<file path="config.mk">
export PLATFORM = sky130hd
export DESIGN_NAME = usb_device_init_command_regs
export DESIGN_NICKNAME = d
export VERILOG_FILES = /design/src/rtl/usb_init_cmd_pkg.sv /design/src/rtl/cmd_byte_parser.sv /design/src/rtl/ep_config_mem.sv /design/src/rtl/usb_device_init_command_regs.sv
export SDC_FILE = /design/constraint.sdc
export NUM_CORES = 1
export LEC_CHECK = 0
export ABC_AREA = 0
export BUFFER_PORTS_ARGS = -buffer_cell sky130_fd_sc_hd__buf_2
export CORE_ASPECT_RATIO = 1.75
export CORE_UTILIZATION = 26
export DETAILED_ROUTE_END_ITERATION = 8
export RECOVER_POWER = 100
export SETUP_SLACK_MARGIN = 0.02
export SLEW_MARGIN = 10
export SYNTH_ARGS = -nofsm -noshare
export SYNTH_HDL_FRONTEND = slang
export SYNTH_HIERARCHICAL = 1
export SYNTH_SLANG_ARGS = --single-unit
export TNS_END_PERCENT = 1
</file>
<file path="constraint.sdc">
create_clock -name clk -period 3.6 [get_ports clk]
set_clock_uncertainty 0.05 [all_clocks]
set_input_delay 0.36 -clock clk [delete_from_list [all_inputs] [get_ports clk]]
set_output_delay 0.36 -clock clk [all_outputs]
set_load 0.005 [all_outputs]
</file>
<file path="src/rtl/usb_init_cmd_pkg.sv">
// Operation
// RQ1: D0h byte loads address and function enable
// RQ2: bus reset zeroes address, sets function enable
// RQ3: D8h bit 0 gates non-control endpoints
// RQ4: endpoints active only while function enabled
// RQ5: F3h bit 2 keeps clocks in suspend
// RQ6: host clears clock bit when bus powered
// RQ7: mode bits survive a bus reset
// RQ8: bit 3 enables NAK and error interrupts
// RQ9: bit 4 pull-up only with Vbus present
// RQ10: bits 7-6 select second pair mode
// RQ11: host writes fixed values to reserved bits
// RQ12: bit 7 second byte: SOF-only interrupt
// RQ13: FBh bit 5 adds SOF to interrupt
// RQ14: index four/five enables only in default
// RQ15: B0h-BFh bit 0 enables tied endpoint
// RQ16: bits 2-1 hold endpoint transfer type
// RQ17: bits 6-3 hold max packet size code
// RQ18: host writes zero to reserved bits
// RQ19: command byte then data, applied at end
package usb_init_cmd_pkg;

   // command codes
   localparam logic [7:0] CMD_SET_ADDRESS = 8'hD0;
   localparam logic [7:0] CMD_SET_ALL_ENDPOINTS_ENABLE = 8'hD8;
   localparam logic [7:0] CMD_SET_MODE = 8'hF3;
   localparam logic [7:0] CMD_SET_INTERRUPT = 8'hFB;
   localparam logic [7:0] CMD_EP_CONFIG_BASE = 8'hB0;
   localparam logic [3:0] CMD_EP_CONFIG_HIGH = 4'hB;

   localparam int NUM_EP_INDEX = 16;
   localparam int DEFAULT_EP_INDEX = 6;
   localparam logic [3:0] IDX_FOUR = 4'h4;
   localparam logic [3:0] IDX_FIVE = 4'h5;

   // field positions
   localparam int ADDR_ENABLE_BIT = 7;
   localparam int ALL_ENDPOINTS_ENABLE_BIT = 0;
   localparam int MODE_CLOCK_RUN_BIT = 2;
   localparam int MODE_NAK_IRQ_BIT = 3;
   localparam int MODE_PULLUP_BIT = 4;
   localparam int MODE_EP2_LSB = 6;
   localparam int MODE_SOF_ONLY_BIT = 7;
   localparam int INT_PIN_MODE_BIT = 5;
   localparam int INT_IDX_FOUR_BIT = 6;
   localparam int INT_IDX_FIVE_BIT = 7;
   localparam int EPC_ENABLE_BIT = 0;
   localparam int EPC_TYPE_LSB = 1;
   localparam int EPC_SIZE_LSB = 3;

   // values after reset
   localparam logic [6:0] ADDRESS_RESET = 7'h00;
   localparam logic [7:0] MODE_LOW_RESET = 8'h0C;
   localparam logic [7:0] MODE_HIGH_RESET = 8'h0B;
   localparam logic [7:0] INT_CONFIG_RESET = 8'h00;
   localparam logic [6:0] EP_CONFIG_RESET = 7'h00;

   typedef struct packed {
      logic [7:0] code;
      logic [7:0] first;
      logic [7:0] second;
   } cmd_write_s;

   typedef struct packed {
      logic [1:0] epType;
      logic [3:0] maxSize;
      logic enabled;
   } ep_config_s;

endpackage

</file>
<file path="src/rtl/cmd_byte_parser.sv">
`timescale 1ns/10ps
`default_nettype none
module cmd_byte_parser
   import usb_init_cmd_pkg::*;
(
   input wire logic clk, // system clock
   input wire logic reset, // synchronous reset
   input wire logic byteValid, // one byte this cycle
   input wire logic [7:0] byteData, // byte value
   input wire logic byteIsCommand, // byte is a command code
   output logic writeValid, // one-cycle write pulse
   output cmd_write_s writeCmd // collected command
);

   typedef enum {WAIT_CMD, WAIT_DATA} parse_state_e;

   parse_state_e state_r;
   logic [1:0] remaining_r;
   cmd_write_s collect_r;

   // data byte count owned by this block; zero means not ours
   function automatic logic [1:0] cmdLength(input logic [7:0] code);
      if (code == CMD_SET_MODE) return 2'd2;
      if (code == CMD_SET_ADDRESS || code == CMD_SET_ALL_ENDPOINTS_ENABLE || code == CMD_SET_INTERRUPT) return 2'd1;
      if (code[7:4] == CMD_EP_CONFIG_HIGH) return 2'd1;
      return 2'd0;
   endfunction

   always_ff @(posedge clk) begin
      if (reset) begin
         state_r <= WAIT_CMD;
         remaining_r <= 2'd0;
         collect_r <= '0;
         writeValid <= 1'b0;
         writeCmd <= '0;
      end else begin
         writeValid <= 1'b0;
         if (byteValid && byteIsCommand) begin
            // a new command aborts any unfinished one
            collect_r.code <= byteData;
            remaining_r <= cmdLength(byteData);
            state_r <= (cmdLength(byteData) != 2'd0) ? WAIT_DATA : WAIT_CMD; // RQ19
         end else if (byteValid) begin
            case (state_r)
               WAIT_DATA: begin
                  if (remaining_r == 2'd2) begin
                     collect_r.first <= byteData;
                     remaining_r <= 2'd1;
                  end else begin
                     writeValid <= 1'b1; // RQ19
                     writeCmd <= (cmdLength(collect_r.code) == 2'd2) ?
                        {collect_r.code, collect_r.first, byteData} : {collect_r.code, byteData, 8'h00};
                     remaining_r <= 2'd0;
                     state_r <= WAIT_CMD;
                  end
               end
               default: state_r <= WAIT_CMD;
            endcase
         end
      end
   end

endmodule // cmd_byte_parser
`default_nettype wire

</file>
<file path="src/rtl/ep_config_mem.sv">
`timescale 1ns/10ps
`default_nettype none
module ep_config_mem
   import usb_init_cmd_pkg::*;
(
   input wire logic clk, // system clock
   input wire logic reset, // synchronous reset
   input wire logic wrEn, // write strobe
   input wire logic [3:0] wrIndex, // endpoint index written
   input wire ep_config_s wrData, // new configuration
   input wire logic [3:0] rdIndex, // endpoint index read
   output ep_config_s rdData // registered read data
);

   ep_config_s mem_r [NUM_EP_INDEX];

   always_ff @(posedge clk) begin
      if (reset) begin
         for (int i = 0; i < NUM_EP_INDEX; i++) begin
            mem_r[i] <= EP_CONFIG_RESET;
         end
      end else if (wrEn) begin
         mem_r[wrIndex] <= wrData;
      end
   end

   always_ff @(posedge clk) begin
      if (reset) begin
         rdData <= EP_CONFIG_RESET;
      end else begin
         rdData <= mem_r[rdIndex];
      end
   end

endmodule // ep_config_mem
`default_nettype wire

</file>
<file path="src/rtl/usb_device_init_command_regs.sv">
`timescale 1ns/10ps
`default_nettype none
module usb_device_init_command_regs
   import usb_init_cmd_pkg::*;
(
   input wire logic clk, // system clock, 100 MHz
   input wire logic reset, // synchronous reset, active high
   input wire logic byteValid, // serial byte received this cycle
   input wire logic [7:0] byteData, // received byte
   input wire logic byteIsCommand, // byte is in command phase
   input wire logic usbBusReset, // USB bus reset seen, level or pulse
   input wire logic enhancedMode, // enhanced command set active
   input wire logic vbusPresent, // Vbus detected
   input wire logic sofReceived, // one-cycle pulse per SOF packet
   input wire logic [15:0] endpointIrqPending, // interrupt register bits per endpoint index
   input wire logic deviceIrqPending, // bus reset or suspend change bit set
   input wire logic [3:0] epQueryIndex, // endpoint index to look up
   output logic [6:0] deviceAddress, // USB device address
   output logic functionEnable, // function enabled
   output logic allEndpointsEnable, // global endpoint enable
   output logic [15:0] endpointActive, // effective enable per endpoint index
   output logic clockRunInSuspend, // keep clocks during suspend
   output logic nakErrorIrqEnable, // interrupt on NAK and error transactions
   output logic connectResistorEnable, // DP pull-up drive
   output logic [1:0] secondEndpointPairMode, // second pair mode, default mode only
   output logic sofOnlyIrqMode, // interrupt on SOF only
   output logic irqPinSofMode, // interrupt pin also on SOF
   output logic indexFourIrqEnable, // effective index four interrupt enable
   output logic indexFiveIrqEnable, // effective index five interrupt enable
   output ep_config_s epQueryConfig, // configuration of queried index
   output logic interruptOut // interrupt pin, active high
);

   ////////////////////////////////////////////////////////////////////////////////
   // command intake

   logic writeValid;
   cmd_write_s writeCmd;

   cmd_byte_parser u_parser (
      .clk(clk),
      .reset(reset),
      .byteValid(byteValid),
      .byteData(byteData),
      .byteIsCommand(byteIsCommand),
      .writeValid(writeValid),
      .writeCmd(writeCmd)
   );

   logic wrAddress;
   logic wrEpEnable;
   logic wrMode;
   logic wrInterrupt;
   logic wrEpConfig;

   always_comb begin
      wrAddress = writeValid && (writeCmd.code == CMD_SET_ADDRESS);
      wrEpEnable = writeValid && (writeCmd.code == CMD_SET_ALL_ENDPOINTS_ENABLE);
      wrMode = writeValid && (writeCmd.code == CMD_SET_MODE);
      wrInterrupt = writeValid && (writeCmd.code == CMD_SET_INTERRUPT);
      // the per-endpoint commands only exist in the enhanced command set
      wrEpConfig = writeValid && enhancedMode && (writeCmd.code[7:4] == CMD_EP_CONFIG_HIGH); // RQ15
   end

   ////////////////////////////////////////////////////////////////////////////////
   // address and function enable

   logic [6:0] deviceAddress_r;
   logic functionEnable_r;

   always_ff @(posedge clk) begin
      if (reset) begin
         deviceAddress_r <= ADDRESS_RESET;
      end else if (usbBusReset) begin
         // bus reset wins over a write landing in the same cycle
         deviceAddress_r <= ADDRESS_RESET; // RQ2
      end else if (wrAddress) begin
         deviceAddress_r <= writeCmd.first[6:0]; // RQ1
      end
   end

   always_ff @(posedge clk) begin
      if (reset) begin
         functionEnable_r <= 1'b0;
      end else if (usbBusReset) begin
         functionEnable_r <= 1'b1; // RQ2
      end else if (wrAddress) begin
         functionEnable_r <= writeCmd.first[ADDR_ENABLE_BIT]; // RQ1
      end
   end

   ////////////////////////////////////////////////////////////////////////////////
   // global endpoint enable

   logic allEndpointsEnable_r;

   // reserved bits 7-1 are dropped, the host keeps them zero
   always_ff @(posedge clk) begin
      if (reset) begin
         allEndpointsEnable_r <= 1'b0;
      end else if (wrEpEnable) begin
         allEndpointsEnable_r <= writeCmd.first[ALL_ENDPOINTS_ENABLE_BIT]; // RQ3
      end
   end

   ////////////////////////////////////////////////////////////////////////////////
   // mode bytes; not touched by bus reset

   logic clockRun_r;
   logic nakIrq_r;
   logic pullup_r;
   logic [1:0] ep2Mode_r;
   logic sofOnly_r;

   always_ff @(posedge clk) begin
      if (reset) begin
         clockRun_r <= MODE_LOW_RESET[MODE_CLOCK_RUN_BIT];
         nakIrq_r <= MODE_LOW_RESET[MODE_NAK_IRQ_BIT];
         pullup_r <= MODE_LOW_RESET[MODE_PULLUP_BIT];
         ep2Mode_r <= MODE_LOW_RESET[MODE_EP2_LSB +: 2];
      end else if (wrMode) begin
         // no bus reset term here: programmed values stay across it
         clockRun_r <= writeCmd.first[MODE_CLOCK_RUN_BIT]; // RQ5 RQ7
         nakIrq_r <= writeCmd.first[MODE_NAK_IRQ_BIT]; // RQ8 RQ7
         pullup_r <= writeCmd.first[MODE_PULLUP_BIT]; // RQ9 RQ7
         ep2Mode_r <= writeCmd.first[MODE_EP2_LSB +: 2]; // RQ10
      end
   end

   // second byte low bits and must_be_one_bit carry no function here
   always_ff @(posedge clk) begin
      if (reset) begin
         sofOnly_r <= MODE_HIGH_RESET[MODE_SOF_ONLY_BIT];
      end else if (wrMode) begin
         sofOnly_r <= writeCmd.second[MODE_SOF_ONLY_BIT]; // RQ12
      end
   end

   ////////////////////////////////////////////////////////////////////////////////
   // interrupt configuration

   logic irqPinMode_r;
   logic idxFourIrq_r;
   logic idxFiveIrq_r;

   always_ff @(posedge clk) begin
      if (reset) begin
         irqPinMode_r <= INT_CONFIG_RESET[INT_PIN_MODE_BIT];
         idxFourIrq_r <= INT_CONFIG_RESET[INT_IDX_FOUR_BIT];
         idxFiveIrq_r <= INT_CONFIG_RESET[INT_IDX_FIVE_BIT];
      end else if (wrInterrupt) begin
         irqPinMode_r <= writeCmd.first[INT_PIN_MODE_BIT]; // RQ13
         idxFourIrq_r <= writeCmd.first[INT_IDX_FOUR_BIT]; // RQ14
         idxFiveIrq_r <= writeCmd.first[INT_IDX_FIVE_BIT]; // RQ14
      end
   end

   ////////////////////////////////////////////////////////////////////////////////
   // per-endpoint configuration

   ep_config_s epWrData;
   logic [15:0] epEnableBits_r;

   always_comb begin
      epWrData.enabled = writeCmd.first[EPC_ENABLE_BIT]; // RQ15
      epWrData.epType = writeCmd.first[EPC_TYPE_LSB +: 2]; // RQ16
      epWrData.maxSize = writeCmd.first[EPC_SIZE_LSB +: 4]; // RQ17
   end

   ep_config_mem u_ep_mem (
      .clk(clk),
      .reset(reset),
      .wrEn(wrEpConfig),
      .wrIndex(writeCmd.code[3:0]),
      .wrData(epWrData),
      .rdIndex(epQueryIndex),
      .rdData(epQueryConfig)
   );

   // enable bits are mirrored so every index can be gated in one cycle
   always_ff @(posedge clk) begin
      if (reset) begin
         epEnableBits_r <= 16'h0000;
      end else if (wrEpConfig) begin
         epEnableBits_r[writeCmd.code[3:0]] <= writeCmd.first[EPC_ENABLE_BIT]; // RQ15
      end
   end

   ////////////////////////////////////////////////////////////////////////////////
   // effective endpoint enables

   logic [15:0] endpointActive_r;
   logic [15:0] activeNxt;

   always_comb begin
      activeNxt = 16'h0000;
      for (int i = 0; i < NUM_EP_INDEX; i++) begin
         if (i < 2) begin
            // control endpoint zero ignores the global bit
            activeNxt[i] = 1'b1; // RQ3
         end else begin
            activeNxt[i] = allEndpointsEnable_r; // RQ3
         end
         if (enhancedMode) begin
            activeNxt[i] = activeNxt[i] & epEnableBits_r[i]; // RQ15
         end else if (i >= DEFAULT_EP_INDEX) begin
            activeNxt[i] = 1'b0;
         end
         activeNxt[i] = activeNxt[i] & functionEnable_r; // RQ4
      end
   end

   always_ff @(posedge clk) begin
      if (reset) begin
         endpointActive_r <= 16'h0000;
      end else begin
         endpointActive_r <= activeNxt;
      end
   end

   ////////////////////////////////////////////////////////////////////////////////
   // derived control outputs

   logic connect_r;
   logic [1:0] ep2ModeOut_r;
   logic idxFourOut_r;
   logic idxFiveOut_r;

   always_ff @(posedge clk) begin
      if (reset) begin
         connect_r <= 1'b0;
      end else begin
         connect_r <= pullup_r & vbusPresent; // RQ9
      end
   end

   // in enhanced mode the bits are reserved and read as non-iso
   always_ff @(posedge clk) begin
      if (reset) begin
         ep2ModeOut_r <= 2'b00;
      end else begin
         ep2ModeOut_r <= enhancedMode ? 2'b00 : ep2Mode_r; // RQ10
      end
   end

   always_ff @(posedge clk) begin
      if (reset) begin
         idxFourOut_r <= 1'b0;
         idxFiveOut_r <= 1'b0;
      end else begin
         idxFourOut_r <= enhancedMode | idxFourIrq_r; // RQ14
         idxFiveOut_r <= enhancedMode | idxFiveIrq_r; // RQ14
      end
   end

   ////////////////////////////////////////////////////////////////////////////////
   // interrupt pin

   logic [15:0] gatedIrq;
   logic anyIrq;
   logic interrupt_r;

   always_comb begin
      gatedIrq = endpointIrqPending;
      gatedIrq[IDX_FOUR] = endpointIrqPending[IDX_FOUR] & (enhancedMode | idxFourIrq_r); // RQ14
      gatedIrq[IDX_FIVE] = endpointIrqPending[IDX_FIVE] & (enhancedMode | idxFiveIrq_r); // RQ14
      anyIrq = (|gatedIrq) | deviceIrqPending;
   end

   // outside sof-only mode the pin follows the pending bits one cycle late; with the pin SOF bit set, SOF shows as a pulse
   always_ff @(posedge clk) begin
      if (reset) begin
         interrupt_r <= 1'b0;
      end else if (sofOnly_r) begin
         interrupt_r <= sofReceived; // RQ12
      end else begin
         interrupt_r <= anyIrq | (irqPinMode_r & sofReceived); // RQ13
      end
   end

   ////////////////////////////////////////////////////////////////////////////////
   // outputs

   assign deviceAddress = deviceAddress_r;
   assign functionEnable = functionEnable_r;
   assign allEndpointsEnable = allEndpointsEnable_r;
   assign endpointActive = endpointActive_r;
   assign clockRunInSuspend = clockRun_r;
   assign nakErrorIrqEnable = nakIrq_r;
   assign connectResistorEnable = connect_r;
   assign secondEndpointPairMode = ep2ModeOut_r;
   assign sofOnlyIrqMode = sofOnly_r;
   assign irqPinSofMode = irqPinMode_r;
   assign indexFourIrqEnable = idxFourOut_r;
   assign indexFiveIrqEnable = idxFiveOut_r;
   assign interruptOut = interrupt_r;

endmodule // usb_device_init_command_regs
`default_nettype wire

</file>
==> flow_summary.yaml <==
run_status:
  run_status: "finished, violations left"
  violations_in_the_final_reports: "max-capacitance violations, max-slew violations"
drt:
  vias_per_cell: 4.58
  via_count: 6180
  drt_iter0_drc: 419
  routed_wl_um: 23700
  dr.pass1.iters: 4
  post-route-drc-count: 0
  wl_per_cell_um: 17.6
  route.antenna.remaining_nets: 0
critical_path:
  crit_path_start_kind: "flop"
  timing.rr.end: "u_ep_mem/mem_r[3][4]$_SDFFCE_PN0P_"
  worst-endpoint-arrival_ns: 3.03
  slowest_delay_ns: 0.64
  path_type_of_the_worst_setup_path: "reg -> reg"
  r2r.worst_path.cells: 6
  r2r-start: "u_parser/writeCmd[22]$_SDFFE_PP0P_"
  ff2ff_setup_slack_ns: 0.69
  crit_chain: "and4b_1, buf_4, and3_1, nand4b_1, nor3_1, or2_0"
  timing.critical_path.fanout_max: 17
  slowest_cell_on_the_critical_path: "sky130_fd_sc_hd__nor3_1"
  cp-end-kind: "flop"
  critical_path_required_ns: 3.72
worst_hold_path:
  whs_endpoint: "connectResistorEnable$_SDFF_PP0_"
  hold_path_depth: 2
  worstHoldStart: "vbusPresent"
  worstHoldPathType: "in -> reg"
finish:
  postLayoutCoreUtil_pct: 30.5
  layout-area-overhead-vs-synth_pct: 14.8
  final_layout_size_suffix_gt1_share_pct: 10.7
  finalNetCount: 910
clock_network:
  htree_levels: 1
  cts_buf_count: 20
  clock-sinks: 212
  postCtsSetupBuffers: 0
  clock_tree_from_tritoncts: "yes"
  insertion_delay_ns: 0.52
  ctsLongestPathBuffers: 3
  clkTransAtPathRegs_ns: 0.07
  post_cts_hold_buffer_count: 0
  post_cts_repair_resize_count: 0
  clk_root_buffer_cell: "sky130_fd_sc_hd__clkbuf_16"
timing:
  final.period_utilization_pct: 80.9
  final.setup.tns_ns: 0
  timing.fmax_mhz: 343
  maxSlewViolCount: 23
  worst-slew-pin-transition_ns: 1.75
  final-hold-violation-count: 0
  grt_setup_unrepaired: "no"
  final.hold.worst_slack_ns: 0.0300
  slew_headroom_pct: -16.4
  final.min_clock_period_ns: 2.91
  setup_viol: 0
  timing.final.ws_setup_ns: 0.688
place:
  gp_congestion: 0.825
  post-dp-hpwl_um: 17100
  dp_slack_ns: 0.996
  buffer_ports.inserted: 78
die:
  pin_count: 79
  fp.dieArea_mm2: 0.0363
  placeableCoreArea_mm2: 0.0347
  num_rows: 90
  die_w_um: 144
  dieHeight_um: 251
  initial_utilization_pct: 26.6
power:
  p_total_uw: 4980
  share_comb_of_total_power_pct: 4.7
  netSwitchingPower_uw: 1080
  power_leakage_uw: 0.00372
  power.share.switching_pct: 21.7
  sequentialPowerShare_pct: 53.4
  internal_power_uw: 3900
  power.density_mw_per_mm2: 470
  max_rail_drop_vdd_mv: 0.283
  clock_group_share_of_total_power_pct: 41.9
grt:
  globalRouteTotalUtil_pct: 13.4
  grt_first_pass_wirelength_um: 35800
  total_global_routing_overflow: 0
  number_of_antenna_violations_at_the_first_check_in_global_routing: 1
  grt_start_max_net_pins: 44
  first_global_vias: 6372
logic_synthesis:
  yosysWarningCount: 6
  netlist_instances: 819
  avgSynthCellArea_um2: 11.3
  synth_area_mm2: 0.00923
  syn_nets: 856
flow_run:
  cap_viol_max_count: 1
through the flow:
| step | instance area [µm²] | std cells |
|---|---|---|
| final | 10600 | 1348 |
| after CTS | 10700 | 1347 |
| after floorplan | 9230 | 819 |
| after detailed placement | 10000 | 1311 |
| after global routing | 10600 | 1348 |
| after global placement | 10000 | 1311 |
worst max-delay path: cells and delay by family (launching register included):
kind	cells	cell delay, ns
AND/OR/NAND/NOR	5	1.95
flip-flops	1	0.35
buffers and inverters	1	0.20
metal layers:
layer | global-route usage (%) | vias to the layer above | wire, µm
li1 | - | 3024 | -
met1 | 12.0 | 2986 | 7820
met2 | 27.4 | 123 | 14000
met3 | 1.66 | 47 | 822
met4 | 7.46 | 0 | 1100
met5 | 0 | - | 0
worst max path at each step:
stage,from,end,slack [ns]
after floorplan,u_parser/writeCmd[22]$_SDFFE_PP0P_,u_ep_mem/mem_r[6][0]$_SDFFCE_PN0P_,1.28
after global placement,u_parser/writeCmd[22]$_SDFFE_PP0P_,u_ep_mem/mem_r[6][5]$_SDFFCE_PN0P_,1.03
after detailed placement,u_parser/writeCmd[22]$_SDFFE_PP0P_,u_ep_mem/mem_r[11][3]$_SDFFCE_PN0P_,1.0
after CTS,u_parser/writeCmd[22]$_SDFFE_PP0P_,u_ep_mem/mem_r[6][0]$_SDFFCE_PN0P_,0.95
after global routing,u_parser/writeCmd[22]$_SDFFE_PP0P_,u_ep_mem/mem_r[2][4]$_SDFFCE_PN0P_,0.42
final,u_parser/writeCmd[22]$_SDFFE_PP0P_,u_ep_mem/mem_r[3][4]$_SDFFCE_PN0P_,0.69
power by group through the flow:
| stage | registers [µW] | clock network (µW) | logic, µW |
|---|---|---|---|
| floorplan | 2690 | 0 | 154 |
| global placement | 2710 | 0 | 237 |
| detailed placement | 2710 | 0 | 241 |
| CTS | 2660 | 2140 | 242 |
| global route | 2660 | 2230 | 259 |
| finish | 2660 | 2090 | 236 |
cells in the final DEF (no fill, tap or decap), drive strengths merged, types with 2 or more instances in the layout:
master	instances
and3	6
a21oi	40
o21ai	7
nand4	20
a22oi	28
inv	9
a211oi	8
nor2	38
a31oi	2
mux4	2
or4	2
nand3b	2
clkbuf	64
and2	124
buf	52
nand2b	7
nor4	7
nand3	16
nor3	6
and4b	4
edfxtp	112
dfxtp	100
nor3b	2
nand2	77
o22ai	7
mux2i	89
clkinv	6
o31ai	12
nand4b	2
or2	19
nor2b	8
cell type report:
type / instances / area, µm²
multi-input combinational: 543 / 3540
timing repair buffer: 87 / 422
sequential: 212 / 5370
fill: 3628 / 24100
clock inverter: 7 / 33.8
clock buffer: 29 / 617
antenna: 1 / 2.50
tap: 460 / 576
inverter: 9 / 33.8
state kept, by name (all words and copies together) (netlist names), 2 cells and up:
name and count:
ep2Mode_r 2, u_parser/collect_r 16, u_parser/remaining_r 2, u_ep_mem/mem_r 112
epEnableBits_r 16, deviceAddress 7, u_ep_mem/rdData 7, secondEndpointPairMode 2
u_parser/writeCmd 17, endpointActive 16
Note: power is estimated with default switching activity, not from simulation.
